**src/hdl/timer_defs.svh**
```systemverilog
// offsets, field positions, reset values and command codes of the combined timer
`ifndef TIMER_DEFS_SVH
`define TIMER_DEFS_SVH

// apb byte offsets
`define REG_COUNT      8'h00
`define REG_COMMAND    8'h04
`define REG_STATUS     8'h08
`define REG_CONFIG     8'h0C
`define REG_ADDRESS    8'h10
`define REG_VECTOR     8'h14

// status register fields
`define ST_OVERFLOW    0
`define ST_RUN         1
`define ST_IRQ         2
`define ST_IRQ_ENABLE  3

// config register fields
`define CF_MODE        0
`define CF_SRC_LO      4
`define CF_SRC_HI      5
`define CF_SB_LO       8
`define CF_SB_HI       11

// address strap register fields
`define AD_DEST_LO     0
`define AD_DEST_HI     5
`define AD_SRC_LO      8
`define AD_SRC_HI      13

// function output control codes
`define CMD_CLEAR_START 4'h9
`define CMD_STOP        4'h0

// reset values and the vector ones limit
`define RST_COUNT      16'h0000
`define RST_ADDR       6'h30
`define RST_VECTOR     16'h0025
`define RST_SB_SEL     4'hF
`define MAX_VEC_ONES   4

// allowed oscillator range in hz
`define OSC_MIN_HZ     25000
`define OSC_MAX_HZ     10000000

`endif

```
**src/hdl/timer_pkg.sv**
```systemverilog
// types shared by the combined timer design
package timer_pkg;

  typedef enum logic [0:0] {
    MODE_INTERVAL = 1'b0,
    MODE_WATCHDOG = 1'b1
  } timer_mode_t;

  typedef enum logic [1:0] {
    SRC_OSC     = 2'b00,
    SRC_LINE    = 2'b01,
    SRC_PROCESS = 2'b10,
    SRC_NONE    = 2'b11
  } tick_src_t;

  typedef enum logic [1:0] {
    IRQ_IDLE    = 2'b00,
    IRQ_PENDING = 2'b01,
    IRQ_VECTOR  = 2'b10
  } irq_state_t;

endpackage : timer_pkg

```
**src/hdl/tick_sync.sv**
```systemverilog
// two-flop synchronisers and rising edge detectors for the timing source pins
`timescale 1ns/10ps

module tick_sync #(
  parameter int N = 3
) (
  input  wire logic         pclk,
  input  wire logic         presetn,
  input  wire logic [N-1:0] pin_in,
  output logic      [N-1:0] rise
);

  genvar g;
  generate
    for (g = 0; g < N; g++)
    begin : g_ch
      logic meta;
      logic stable;
      logic last;
      always_ff @(posedge pclk or negedge presetn)
      begin
        if (!presetn)
        begin
          meta   <= 1'b0;
          stable <= 1'b0;
          last   <= 1'b0;
          rise[g] <= 1'b0;
        end
        else
        begin
          meta    <= pin_in[g];
          stable  <= meta;
          last    <= stable;
          rise[g] <= stable & ~last;
        end
      end
    end
  endgenerate

endmodule : tick_sync

```
**src/hdl/combo_timer_device.sv**
```systemverilog
// combined interval and watchdog timer with apb registers and i/o bus side
`timescale 1ns/10ps
`include "timer_defs.svh"

module combo_timer_device (
  input  wire logic        pclk,
  input  wire logic        presetn,
  input  wire logic        psel,
  input  wire logic        penable,
  input  wire logic        pwrite,
  input  wire logic [7:0]  paddr,
  input  wire logic [31:0] pwdata,
  output logic      [31:0] prdata,
  output logic             pready,
  output logic             pslverr,
  input  wire logic [5:0]  dest_addr_bus,
  input  wire logic [5:0]  source_addr_bus,
  input  wire logic        function_output_cmd,
  input  wire logic [3:0]  fo_control_bits,
  input  wire logic        data_load_strobe,
  input  wire logic        data_read_strobe,
  input  wire logic        isr_load_strobe,
  input  wire logic [15:0] data_bus_lines_in,
  output logic      [15:0] data_bus_lines_out,
  output logic             data_bus_lines_oe,
  output logic      [15:0] status_bit_lines,
  input  wire logic        irq_sync_strobe,
  input  wire logic        irq_ack,
  input  wire logic        priority_chain_in,
  output logic             priority_chain_out,
  output logic             irq_request,
  input  wire logic        osc_pin,
  input  wire logic        line_pin,
  input  wire logic        process_pin,
  output logic             relay_drive,
  output logic             alarm_drive
);

  logic [15:0]           count;
  logic [15:0]           next_count;
  logic                  count_run_ff;
  logic                  overflow_ff;
  logic                  irq_enable;
  timer_pkg::irq_state_t irq_state;
  timer_pkg::timer_mode_t mode;
  timer_pkg::tick_src_t  src_sel;
  logic [3:0]            sb_sel;
  logic [5:0]            dest_strap;
  logic [5:0]            src_strap;
  logic [15:0]           vector;
  logic [2:0]            rise;
  logic                  tick;
  logic                  dest_hit;
  logic                  src_hit;
  logic                  fo_hit;
  logic                  cmd_clear_start;
  logic                  cmd_stop;
  logic                  apb_setup;
  logic                  apb_wr;
  logic                  load_io;
  logic                  load_apb;
  logic                  ov_fall;
  logic                  grant;
  logic [3:0]            wr_cmd;
  logic [2:0]            vec_ones;

  tick_sync #(
    .N (3)
  ) u_tick_sync (
    .pclk    (pclk),
    .presetn (presetn),
    .pin_in  ({process_pin, line_pin, osc_pin}),
    .rise    (rise)
  );

  // selected timing source
  always_comb
  begin
    case (src_sel)
      timer_pkg::SRC_OSC:     tick = rise[0];
      timer_pkg::SRC_LINE:    tick = rise[1];
      timer_pkg::SRC_PROCESS: tick = rise[2];
      default:                tick = 1'b0;
    endcase
  end

  // per-bit strapped address match
  assign dest_hit = &(~(dest_addr_bus ^ dest_strap));
  assign src_hit  = &(~(source_addr_bus ^ src_strap));

  assign apb_setup = psel & ~penable;
  assign apb_wr    = psel & penable & pready & pwrite;
  assign wr_cmd    = (apb_wr && paddr == `REG_COMMAND) ? pwdata[3:0] : 4'hF;
  assign fo_hit    = function_output_cmd & dest_hit;
  assign cmd_clear_start = (fo_hit && fo_control_bits == `CMD_CLEAR_START)
                           || wr_cmd == `CMD_CLEAR_START;
  assign cmd_stop  = (fo_hit && fo_control_bits == `CMD_STOP)
                     || wr_cmd == `CMD_STOP;
  assign load_io   = data_load_strobe & dest_hit;
  assign load_apb  = apb_wr && paddr == `REG_COUNT;
  assign grant     = irq_ack & priority_chain_in & (irq_state == timer_pkg::IRQ_PENDING);
  assign vec_ones  = 3'($countones(pwdata[15:0]) > `MAX_VEC_ONES);

  // counter: loads win over counting
  always_comb
  begin
    if (load_io)
      next_count = data_bus_lines_in;
    else if (load_apb)
      next_count = pwdata[15:0];
    else if (count_run_ff && tick)
      next_count = count + 16'h0001;
    else
      next_count = count;
  end

  assign ov_fall = count_run_ff & count[15] & ~next_count[15];

  always_ff @(posedge pclk or negedge presetn)
  begin
    if (!presetn)
      count <= `RST_COUNT;
    else
      count <= next_count;
  end

  // clock control flip-flop
  always_ff @(posedge pclk or negedge presetn)
  begin
    if (!presetn)
      count_run_ff <= 1'b0;
    else if (cmd_clear_start)
      count_run_ff <= 1'b1;
    else if (cmd_stop)
      count_run_ff <= 1'b0;
  end

  // overflow flag: a new overflow wins over a clear
  always_ff @(posedge pclk or negedge presetn)
  begin
    if (!presetn)
      overflow_ff <= 1'b0;
    else if (ov_fall)
      overflow_ff <= 1'b1;
    else if (cmd_clear_start)
      overflow_ff <= 1'b0;
  end

  // interrupt enable from the status bit position of the data lines
  always_ff @(posedge pclk or negedge presetn)
  begin
    if (!presetn)
      irq_enable <= 1'b0;
    else if (isr_load_strobe)
      irq_enable <= data_bus_lines_in[sb_sel];
  end

  // interrupt request state
  always_ff @(posedge pclk or negedge presetn)
  begin
    if (!presetn)
      irq_state <= timer_pkg::IRQ_IDLE;
    else
    begin
      case (irq_state)
        timer_pkg::IRQ_IDLE:
          if (irq_sync_strobe && overflow_ff && irq_enable && !cmd_clear_start
              && mode == timer_pkg::MODE_INTERVAL)
            irq_state <= timer_pkg::IRQ_PENDING;
        timer_pkg::IRQ_PENDING:
          if (grant)
            irq_state <= timer_pkg::IRQ_VECTOR;
          else if (cmd_clear_start)
            irq_state <= timer_pkg::IRQ_IDLE;
        timer_pkg::IRQ_VECTOR:
          if (!overflow_ff || cmd_clear_start)
            irq_state <= timer_pkg::IRQ_IDLE;
        default:
          irq_state <= timer_pkg::IRQ_IDLE;
      endcase
    end
  end

  // i/o bus outputs
  always_ff @(posedge pclk or negedge presetn)
  begin
    if (!presetn)
    begin
      data_bus_lines_out <= 16'h0000;
      data_bus_lines_oe  <= 1'b0;
    end
    else if (grant)
    begin
      data_bus_lines_out <= vector;
      data_bus_lines_oe  <= 1'b1;
    end
    else if (data_read_strobe && src_hit)
    begin
      data_bus_lines_out <= count;
      data_bus_lines_oe  <= 1'b1;
    end
    else
    begin
      data_bus_lines_out <= 16'h0000;
      data_bus_lines_oe  <= 1'b0;
    end
  end

  always_ff @(posedge pclk or negedge presetn)
  begin
    if (!presetn)
    begin
      irq_request        <= 1'b0;
      priority_chain_out <= 1'b0;
      status_bit_lines   <= 16'h0000;
    end
    else
    begin
      irq_request        <= (irq_state == timer_pkg::IRQ_PENDING) && !grant;
      priority_chain_out <= priority_chain_in && irq_state != timer_pkg::IRQ_PENDING;
      status_bit_lines   <= (irq_state == timer_pkg::IRQ_PENDING)
                            ? (16'h0001 << sb_sel) : 16'h0000;
    end
  end

  // watchdog outputs
  always_ff @(posedge pclk or negedge presetn)
  begin
    if (!presetn)
    begin
      relay_drive <= 1'b0;
      alarm_drive <= 1'b0;
    end
    else
    begin
      relay_drive <= overflow_ff && mode == timer_pkg::MODE_WATCHDOG;
      alarm_drive <= overflow_ff && mode == timer_pkg::MODE_WATCHDOG;
    end
  end

  // configuration registers
  always_ff @(posedge pclk or negedge presetn)
  begin
    if (!presetn)
    begin
      mode       <= timer_pkg::MODE_INTERVAL;
      src_sel    <= timer_pkg::SRC_OSC;
      sb_sel     <= `RST_SB_SEL;
      dest_strap <= `RST_ADDR;
      src_strap  <= `RST_ADDR;
      vector     <= `RST_VECTOR;
    end
    else if (apb_wr)
    begin
      case (paddr)
        `REG_CONFIG:
        begin
          mode    <= timer_pkg::timer_mode_t'(pwdata[`CF_MODE]);
          src_sel <= timer_pkg::tick_src_t'(pwdata[`CF_SRC_HI:`CF_SRC_LO]);
          sb_sel  <= pwdata[`CF_SB_HI:`CF_SB_LO];
        end
        `REG_ADDRESS:
        begin
          dest_strap <= pwdata[`AD_DEST_HI:`AD_DEST_LO];
          src_strap  <= pwdata[`AD_SRC_HI:`AD_SRC_LO];
        end
        `REG_VECTOR:
          if (vec_ones == 3'h0)
            vector <= pwdata[15:0];
        default:
          vector <= vector;
      endcase
    end
  end

  // apb answer: one access cycle, data and error registered in setup
  always_ff @(posedge pclk or negedge presetn)
  begin
    if (!presetn)
    begin
      pready  <= 1'b0;
      pslverr <= 1'b0;
      prdata  <= 32'h0000_0000;
    end
    else if (apb_setup)
    begin
      pready  <= 1'b1;
      pslverr <= 1'b0;
      prdata  <= 32'h0000_0000;
      case (paddr)
        `REG_COUNT:
          prdata <= {16'h0000, count};
        `REG_COMMAND:
          prdata <= 32'h0000_0000;
        `REG_STATUS:
        begin
          prdata[`ST_OVERFLOW]   <= overflow_ff;
          prdata[`ST_RUN]        <= count_run_ff;
          prdata[`ST_IRQ]        <= irq_state == timer_pkg::IRQ_PENDING;
          prdata[`ST_IRQ_ENABLE] <= irq_enable;
          pslverr                <= pwrite;
        end
        `REG_CONFIG:
        begin
          prdata[`CF_MODE]             <= mode;
          prdata[`CF_SRC_HI:`CF_SRC_LO] <= src_sel;
          prdata[`CF_SB_HI:`CF_SB_LO]   <= sb_sel;
        end
        `REG_ADDRESS:
        begin
          prdata[`AD_DEST_HI:`AD_DEST_LO] <= dest_strap;
          prdata[`AD_SRC_HI:`AD_SRC_LO]   <= src_strap;
        end
        `REG_VECTOR:
        begin
          prdata  <= {16'h0000, vector};
          pslverr <= pwrite && ($countones(pwdata[15:0]) > `MAX_VEC_ONES);
        end
        default:
          pslverr <= 1'b1;
      endcase
    end
    else
    begin
      pready  <= 1'b0;
      pslverr <= 1'b0;
    end
  end

  AST_OV_ON_FALL: assert property (@(posedge pclk) disable iff (!presetn)
    $past(count_run_ff) && $fell(count[15]) |-> overflow_ff)
    else $error("overflow not set on bit 15 fall");

  AST_OV_ONLY_RUNNING: assert property (@(posedge pclk) disable iff (!presetn)
    $rose(overflow_ff) |-> $past(count_run_ff) && $past(count[15]) && !count[15])
    else $error("overflow set without running fall");

  AST_START: assert property (@(posedge pclk) disable iff (!presetn)
    cmd_clear_start |=> count_run_ff && irq_state != timer_pkg::IRQ_PENDING)
    else $error("clear-start did not start timer");

  AST_STOP: assert property (@(posedge pclk) disable iff (!presetn)
    cmd_stop && !cmd_clear_start |=> !count_run_ff
    ##1 ($stable(count) || $past(load_io || load_apb)))
    else $error("stop did not halt timer");

  AST_IRQ_SYNC: assert property (@(posedge pclk) disable iff (!presetn)
    irq_state == timer_pkg::IRQ_IDLE && irq_sync_strobe && overflow_ff && irq_enable
    && mode == timer_pkg::MODE_INTERVAL && !cmd_clear_start |=> ##1 irq_request || grant
    || $past(grant))
    else $error("interrupt request not raised at sync strobe");

  AST_WATCHDOG: assert property (@(posedge pclk) disable iff (!presetn)
    overflow_ff && mode == timer_pkg::MODE_WATCHDOG |=> relay_drive && alarm_drive)
    else $error("watchdog outputs not driven");

  AST_COUNT_STEP: assert property (@(posedge pclk) disable iff (!presetn)
    !load_io && !load_apb |=> count == $past(count) + 16'($past(count_run_ff && tick)))
    else $error("counter step wrong");

  AST_CHAIN: assert property (@(posedge pclk) disable iff (!presetn)
    $past(presetn) |->
    priority_chain_out == $past(priority_chain_in && irq_state != timer_pkg::IRQ_PENDING))
    else $error("priority chain pass wrong");

  AST_VECTOR: assert property (@(posedge pclk) disable iff (!presetn)
    grant |=> data_bus_lines_oe && data_bus_lines_out == $past(vector)
    && $countones(data_bus_lines_out) <= 4)
    else $error("vector not driven correctly");

  AST_SB_POS: assert property (@(posedge pclk) disable iff (!presetn)
    irq_request |-> status_bit_lines == (16'h0001 << $past(sb_sel)))
    else $error("status bit position wrong");

endmodule : combo_timer_device

```
**config.mk**
```make
export PLATFORM = sky130hd
export DESIGN_NAME = combo_timer_device
export DESIGN_NICKNAME = d
export VERILOG_FILES = /design/src/hdl/timer_pkg.sv /design/src/hdl/tick_sync.sv /design/src/hdl/combo_timer_device.sv
export VERILOG_INCLUDE_DIRS = /design/src /design/src/hdl
export SDC_FILE = /design/constraint.sdc
export NUM_CORES = 1
export LEC_CHECK = 0
export ABC_AREA = 1
export CORE_MARGIN = 5
export CORE_UTILIZATION = 30
export DETAILED_ROUTE_END_ITERATION = 7
export DONT_BUFFER_PORTS = 1
export SETUP_SLACK_MARGIN = 0.02
export SLEW_MARGIN = 10
export SYNTH_ARGS = -nofsm -noshare
export SYNTH_HDL_FRONTEND = slang
export SYNTH_SLANG_ARGS = --single-unit
```
**constraint.sdc**
```tcl
create_clock -name pclk -period 1.6 [get_ports pclk]
set_input_delay 0.4 -clock pclk [delete_from_list [all_inputs] [get_ports pclk]]
set_output_delay 0.4 -clock pclk [all_outputs]
set_load 0.01 [all_outputs]
```
==> flow_metrics.env <==
export IMPL_grt_pass1_wl_um=32900
export IMPL_port_buffers=0
export IMPL_critPathMostFrequentCell="fa_1"
export IMPL_synth_most_common_cell="nand2_1"
export IMPL_crit_buf_inv=5
export IMPL_cp_end_kind="register"
export IMPL_crit_start="pwdata[7]"
export IMPL_synth_compound_area_frac=0.123
export IMPL_drive_gt1_frac=0.249
export IMPL_hold_violations=122
export IMPL_ant_nets=0
export IMPL_ir_drop_v=0.000758
export IMPL_placed_cells=1106
export IMPL_crit_path_top_delay_cell="fa_1"
export IMPL_final_fill_count=2121
export IMPL_wl_um=21300
export IMPL_wl_per_cell_um=18.5
export IMPL_synth_main_ff_cell="dfrtp_1"
export IMPL_cp_data_arrival_time_ns=4.00
export IMPL_drt_initial_drc_count=483
export IMPL_skew_ns=0.00799
export IMPL_synth_top_family_by_area="simple AND/OR/NAND/NOR gates"
export IMPL_synth_top_area_share=0.435
export IMPL_grt_max_degree=123
export IMPL_dp_worst_setup_slack_ns=-2.53
export IMPL_p_leak_nw=3.86
export IMPL_crit_required_ns=1.91
export IMPL_numCtsBuffers=17
export IMPL_setup_viol=34
export IMPL_drtPass1Iterations=5
export IMPL_power_density_nw_per_um2=1090
export IMPL_yosys_area_share_simple=0.238
export IMPL_clock_latency_ns=0.43
export IMPL_postLayoutCoreUtil=0.389
export IMPL_start_kind="primary input"
export IMPL_violations="negative hold slack, negative setup slack"
export IMPL_grtUsageTotal=0.180
export IMPL_start_util=0.304
export IMPL_worstPathCellList="inv_1 -> fa_1 -> fa_1 -> fa_1 -> fa_1 -> inv_1 -> ha_2 -> inv_2 -> fa_2 -> inv_1 -> o21ai_2 -> o21bai_1 -> nor2_2 -> nand4_2 -> buf_12 -> nand2_1 -> o21ai_1"
export IMPL_cap_violations=0
export IMPL_finalWorstSetupSlack_ns=-2.10
export IMPL_antenna_found_initial=1
export IMPL_std_cell_rows=53
export IMPL_ios=158
export IMPL_core_region_area_um2=21000
export IMPL_finalCritPeriodShare=2.31
export IMPL_syn_avg_cell_area_um2=8.26
export IMPL_crit_fanout=32
export IMPL_grt_pass1_vias=5629
export IMPL_status="finished with violations"
export IMPL_ctsHoldBuffers=3
export IMPL_reg2reg_from="dest_strap[5]$_DFFE_PN1P_"
export IMPL_synth_cells=773
export IMPL_cp_top_family="adder cells"
export IMPL_path_class="in2reg"
export IMPL_synth_xor_area_frac=0.0165
export IMPL_htreeDepth=4
export IMPL_async_flop_share=1.00
export IMPL_drv_slew=0
export IMPL_fin_cells=1151
export IMPL_crit_path_max_incr_delay_ns=0.57
export IMPL_rsz0062_at_grt="true"
export IMPL_setup_tns_ns=-37.03
export IMPL_synth_edf_count=0
export IMPL_dieHeight_um=156
export IMPL_ys_seq_area_frac=0.480
export IMPL_layout_min_cycle_time_ns=3.70
export IMPL_synth_area_top_cells="dfrtp_1, nand2_1, o21ai_1"
export IMPL_die_width_um=156
export IMPL_cts_tree="yes"
export IMPL_total_power_mw=8.90
export IMPL_drc=0
export IMPL_synth_common_cells="nand2_1, dfrtp_1, inv_1, o21ai_1, nor2_1"
export IMPL_vias=5591
export IMPL_synthMuxAreaShare=0
export IMPL_gp_congestion=0.908
export IMPL_area_delta_synth_final_pct=27.8
export IMPL_synth_seq_cells=122
export IMPL_yosys_warnings=0
export IMPL_syn_cell_area_um2=6390
export IMPL_synth_area_leader_cell="dfrtp_1"
export IMPL_cts_root_buf="clkbuf_16"
export IMPL_ys_types=44
export IMPL_min_path_type="in2async"
export IMPL_grt_ovfl_total=0
export IMPL_cts_max_path_buffers=2
export IMPL_synth_fa_ha_area_frac=0.0431
export IMPL_cts_clk_slew_worst_paths_ns=0.06
export IMPL_clock_sinks=122
export IMPL_max_freq_mhz=271
export IMPL_die_area_um2=24300
export IMPL_fin_nets=965
export IMPL_viasPerCell=4.86
export IMPL_dpl_hpwl_um=16100
export IMPL_hold_slack_ns=-0.322
logic make-up after synthesis:
group	count (synthesis)
DFF	122
adders and majority gates	16
and+or+nand+nor	336
other	1
buffers and inverters	139
xor gates and xnor gates	12
AOI/OAI and AO/OA	147
registers in the layout (all words and copies together), names as in the netlist:
register                 cells
irq_state                    2
vector                      16
irq_enable                   1
u_tick_sync.rise             3
alarm_drive                  1
count_run_ff                 1
pslverr                      1
mode                         1
data_bus_lines_out          16
count                       16
u_tick_sync.g_ch.meta        3
src_sel                      2
u_tick_sync.g_ch.stable      3
irq_request                  1
sb_sel                       4
pready                       1
priority_chain_out           1
overflow_ff                  1
src_strap                    6
prdata                      16
dest_strap                   6
status_bit_lines            16
data_bus_lines_oe            1
u_tick_sync.g_ch.last        3
layout make-up:
| type | instances | area [um^2] | area share |
|---|---|---|---|
| diodes | 1 | 2.50 | 0.000306 |
| clock buffers | 20 | 447 | 0.0547 |
| clock inverters | 12 | 125 | 0.0153 |
| inverters | 102 | 400 | 0.0490 |
| multi-input cells | 527 | 2970 | 0.364 |
| flip-flops and latches | 122 | 3070 | 0.375 |
| well taps | 275 | 344 | 0.0421 |
| repair buffers | 92 | 813 | 0.0996 |
placed cells by master, fill, tap and decap left out, types with 3 or more instances in the layout:
| cell | count |
|---|---|
| inv_6 | 3 |
| nand2_2 | 12 |
| buf_16 | 3 |
| nand3_2 | 4 |
| xnor2_1 | 3 |
| a21oi_1 | 17 |
| ha_1 | 5 |
| nor3_1 | 8 |
| nand3_1 | 28 |
| o21ai_0 | 26 |
| fa_1 | 9 |
| buf_4 | 76 |
| dlygate4sd3_1 | 3 |
| clkbuf_16 | 17 |
| dfstp_2 | 11 |
| clkinvlp_4 | 3 |
| nand2_1 | 181 |
| nor2_4 | 8 |
| inv_1 | 83 |
| nand4_1 | 22 |
| nor2_2 | 10 |
| conb_1 | 16 |
| o21ai_2 | 14 |
| inv_4 | 3 |
| xor2_1 | 9 |
| inv_2 | 13 |
| o21ai_1 | 61 |
| nor2_1 | 49 |
| clkinv_2 | 5 |
| buf_6 | 8 |
| o22ai_1 | 13 |
| dfrtp_1 | 111 |
layer usage:
metal | share of wire | up-vias | global-route usage | wire (um)
li1 | - | 2666 | - | -
met1 | 0.42 | 2683 | 0.228 | 8880
met2 | 0.49 | 204 | 0.289 | 10400
met3 | 0.074 | 38 | 0.0513 | 1580
met4 | 0.023 | 0 | 0.0709 | 490
met5 | 0 | - | 0 | 0
path summary, 6_finish.rpt:
kind	slack, ns	depth (start not counted)	end
max in group asynchronous	1.60	0	src_strap[5]$_DFFE_PN1P_
hold / removal	-0.32	0	data_bus_lines_out[13]$_DFF_PN0_
setup / recovery	-2.10	17	vector[7]$_DFFE_PN0P_
hold reg to reg	0.34	0	u_tick_sync.g_ch[2].stable$_DFF_PN0_
min in group pclk	0.10	2	priority_chain_out$_DFF_PN0_
setup reg to reg	-0.13	11	count[12]$_DFFE_PN0P_
report_power, final:
group	total [mW]	internal (mW)	switching (mW)
Clock	3.73	2.32	1.41
Sequential	3.41	3.26	0.150
Combinational	1.77	0.771	0.995
Total	8.90	6.35	2.55
per-stage QoR:
stage	cell area, um^2	hold slack (ns)
floorplan	6460	0.104
global placement	7160	0.113
detailed placement	7160	0.112
CTS	8030	-0.343
global route	8170	-0.341
finish	8170	-0.322
timing repair:
action	CTS	global route
gates cloned	3	0
pin swaps	5	13
endpoints found under the hold margin	125	122
buffers inserted	4	3
gates resized for setup	43	43
endpoints found under the setup margin	36	42
No activity file was read; power rests on OpenSTA's default activity.
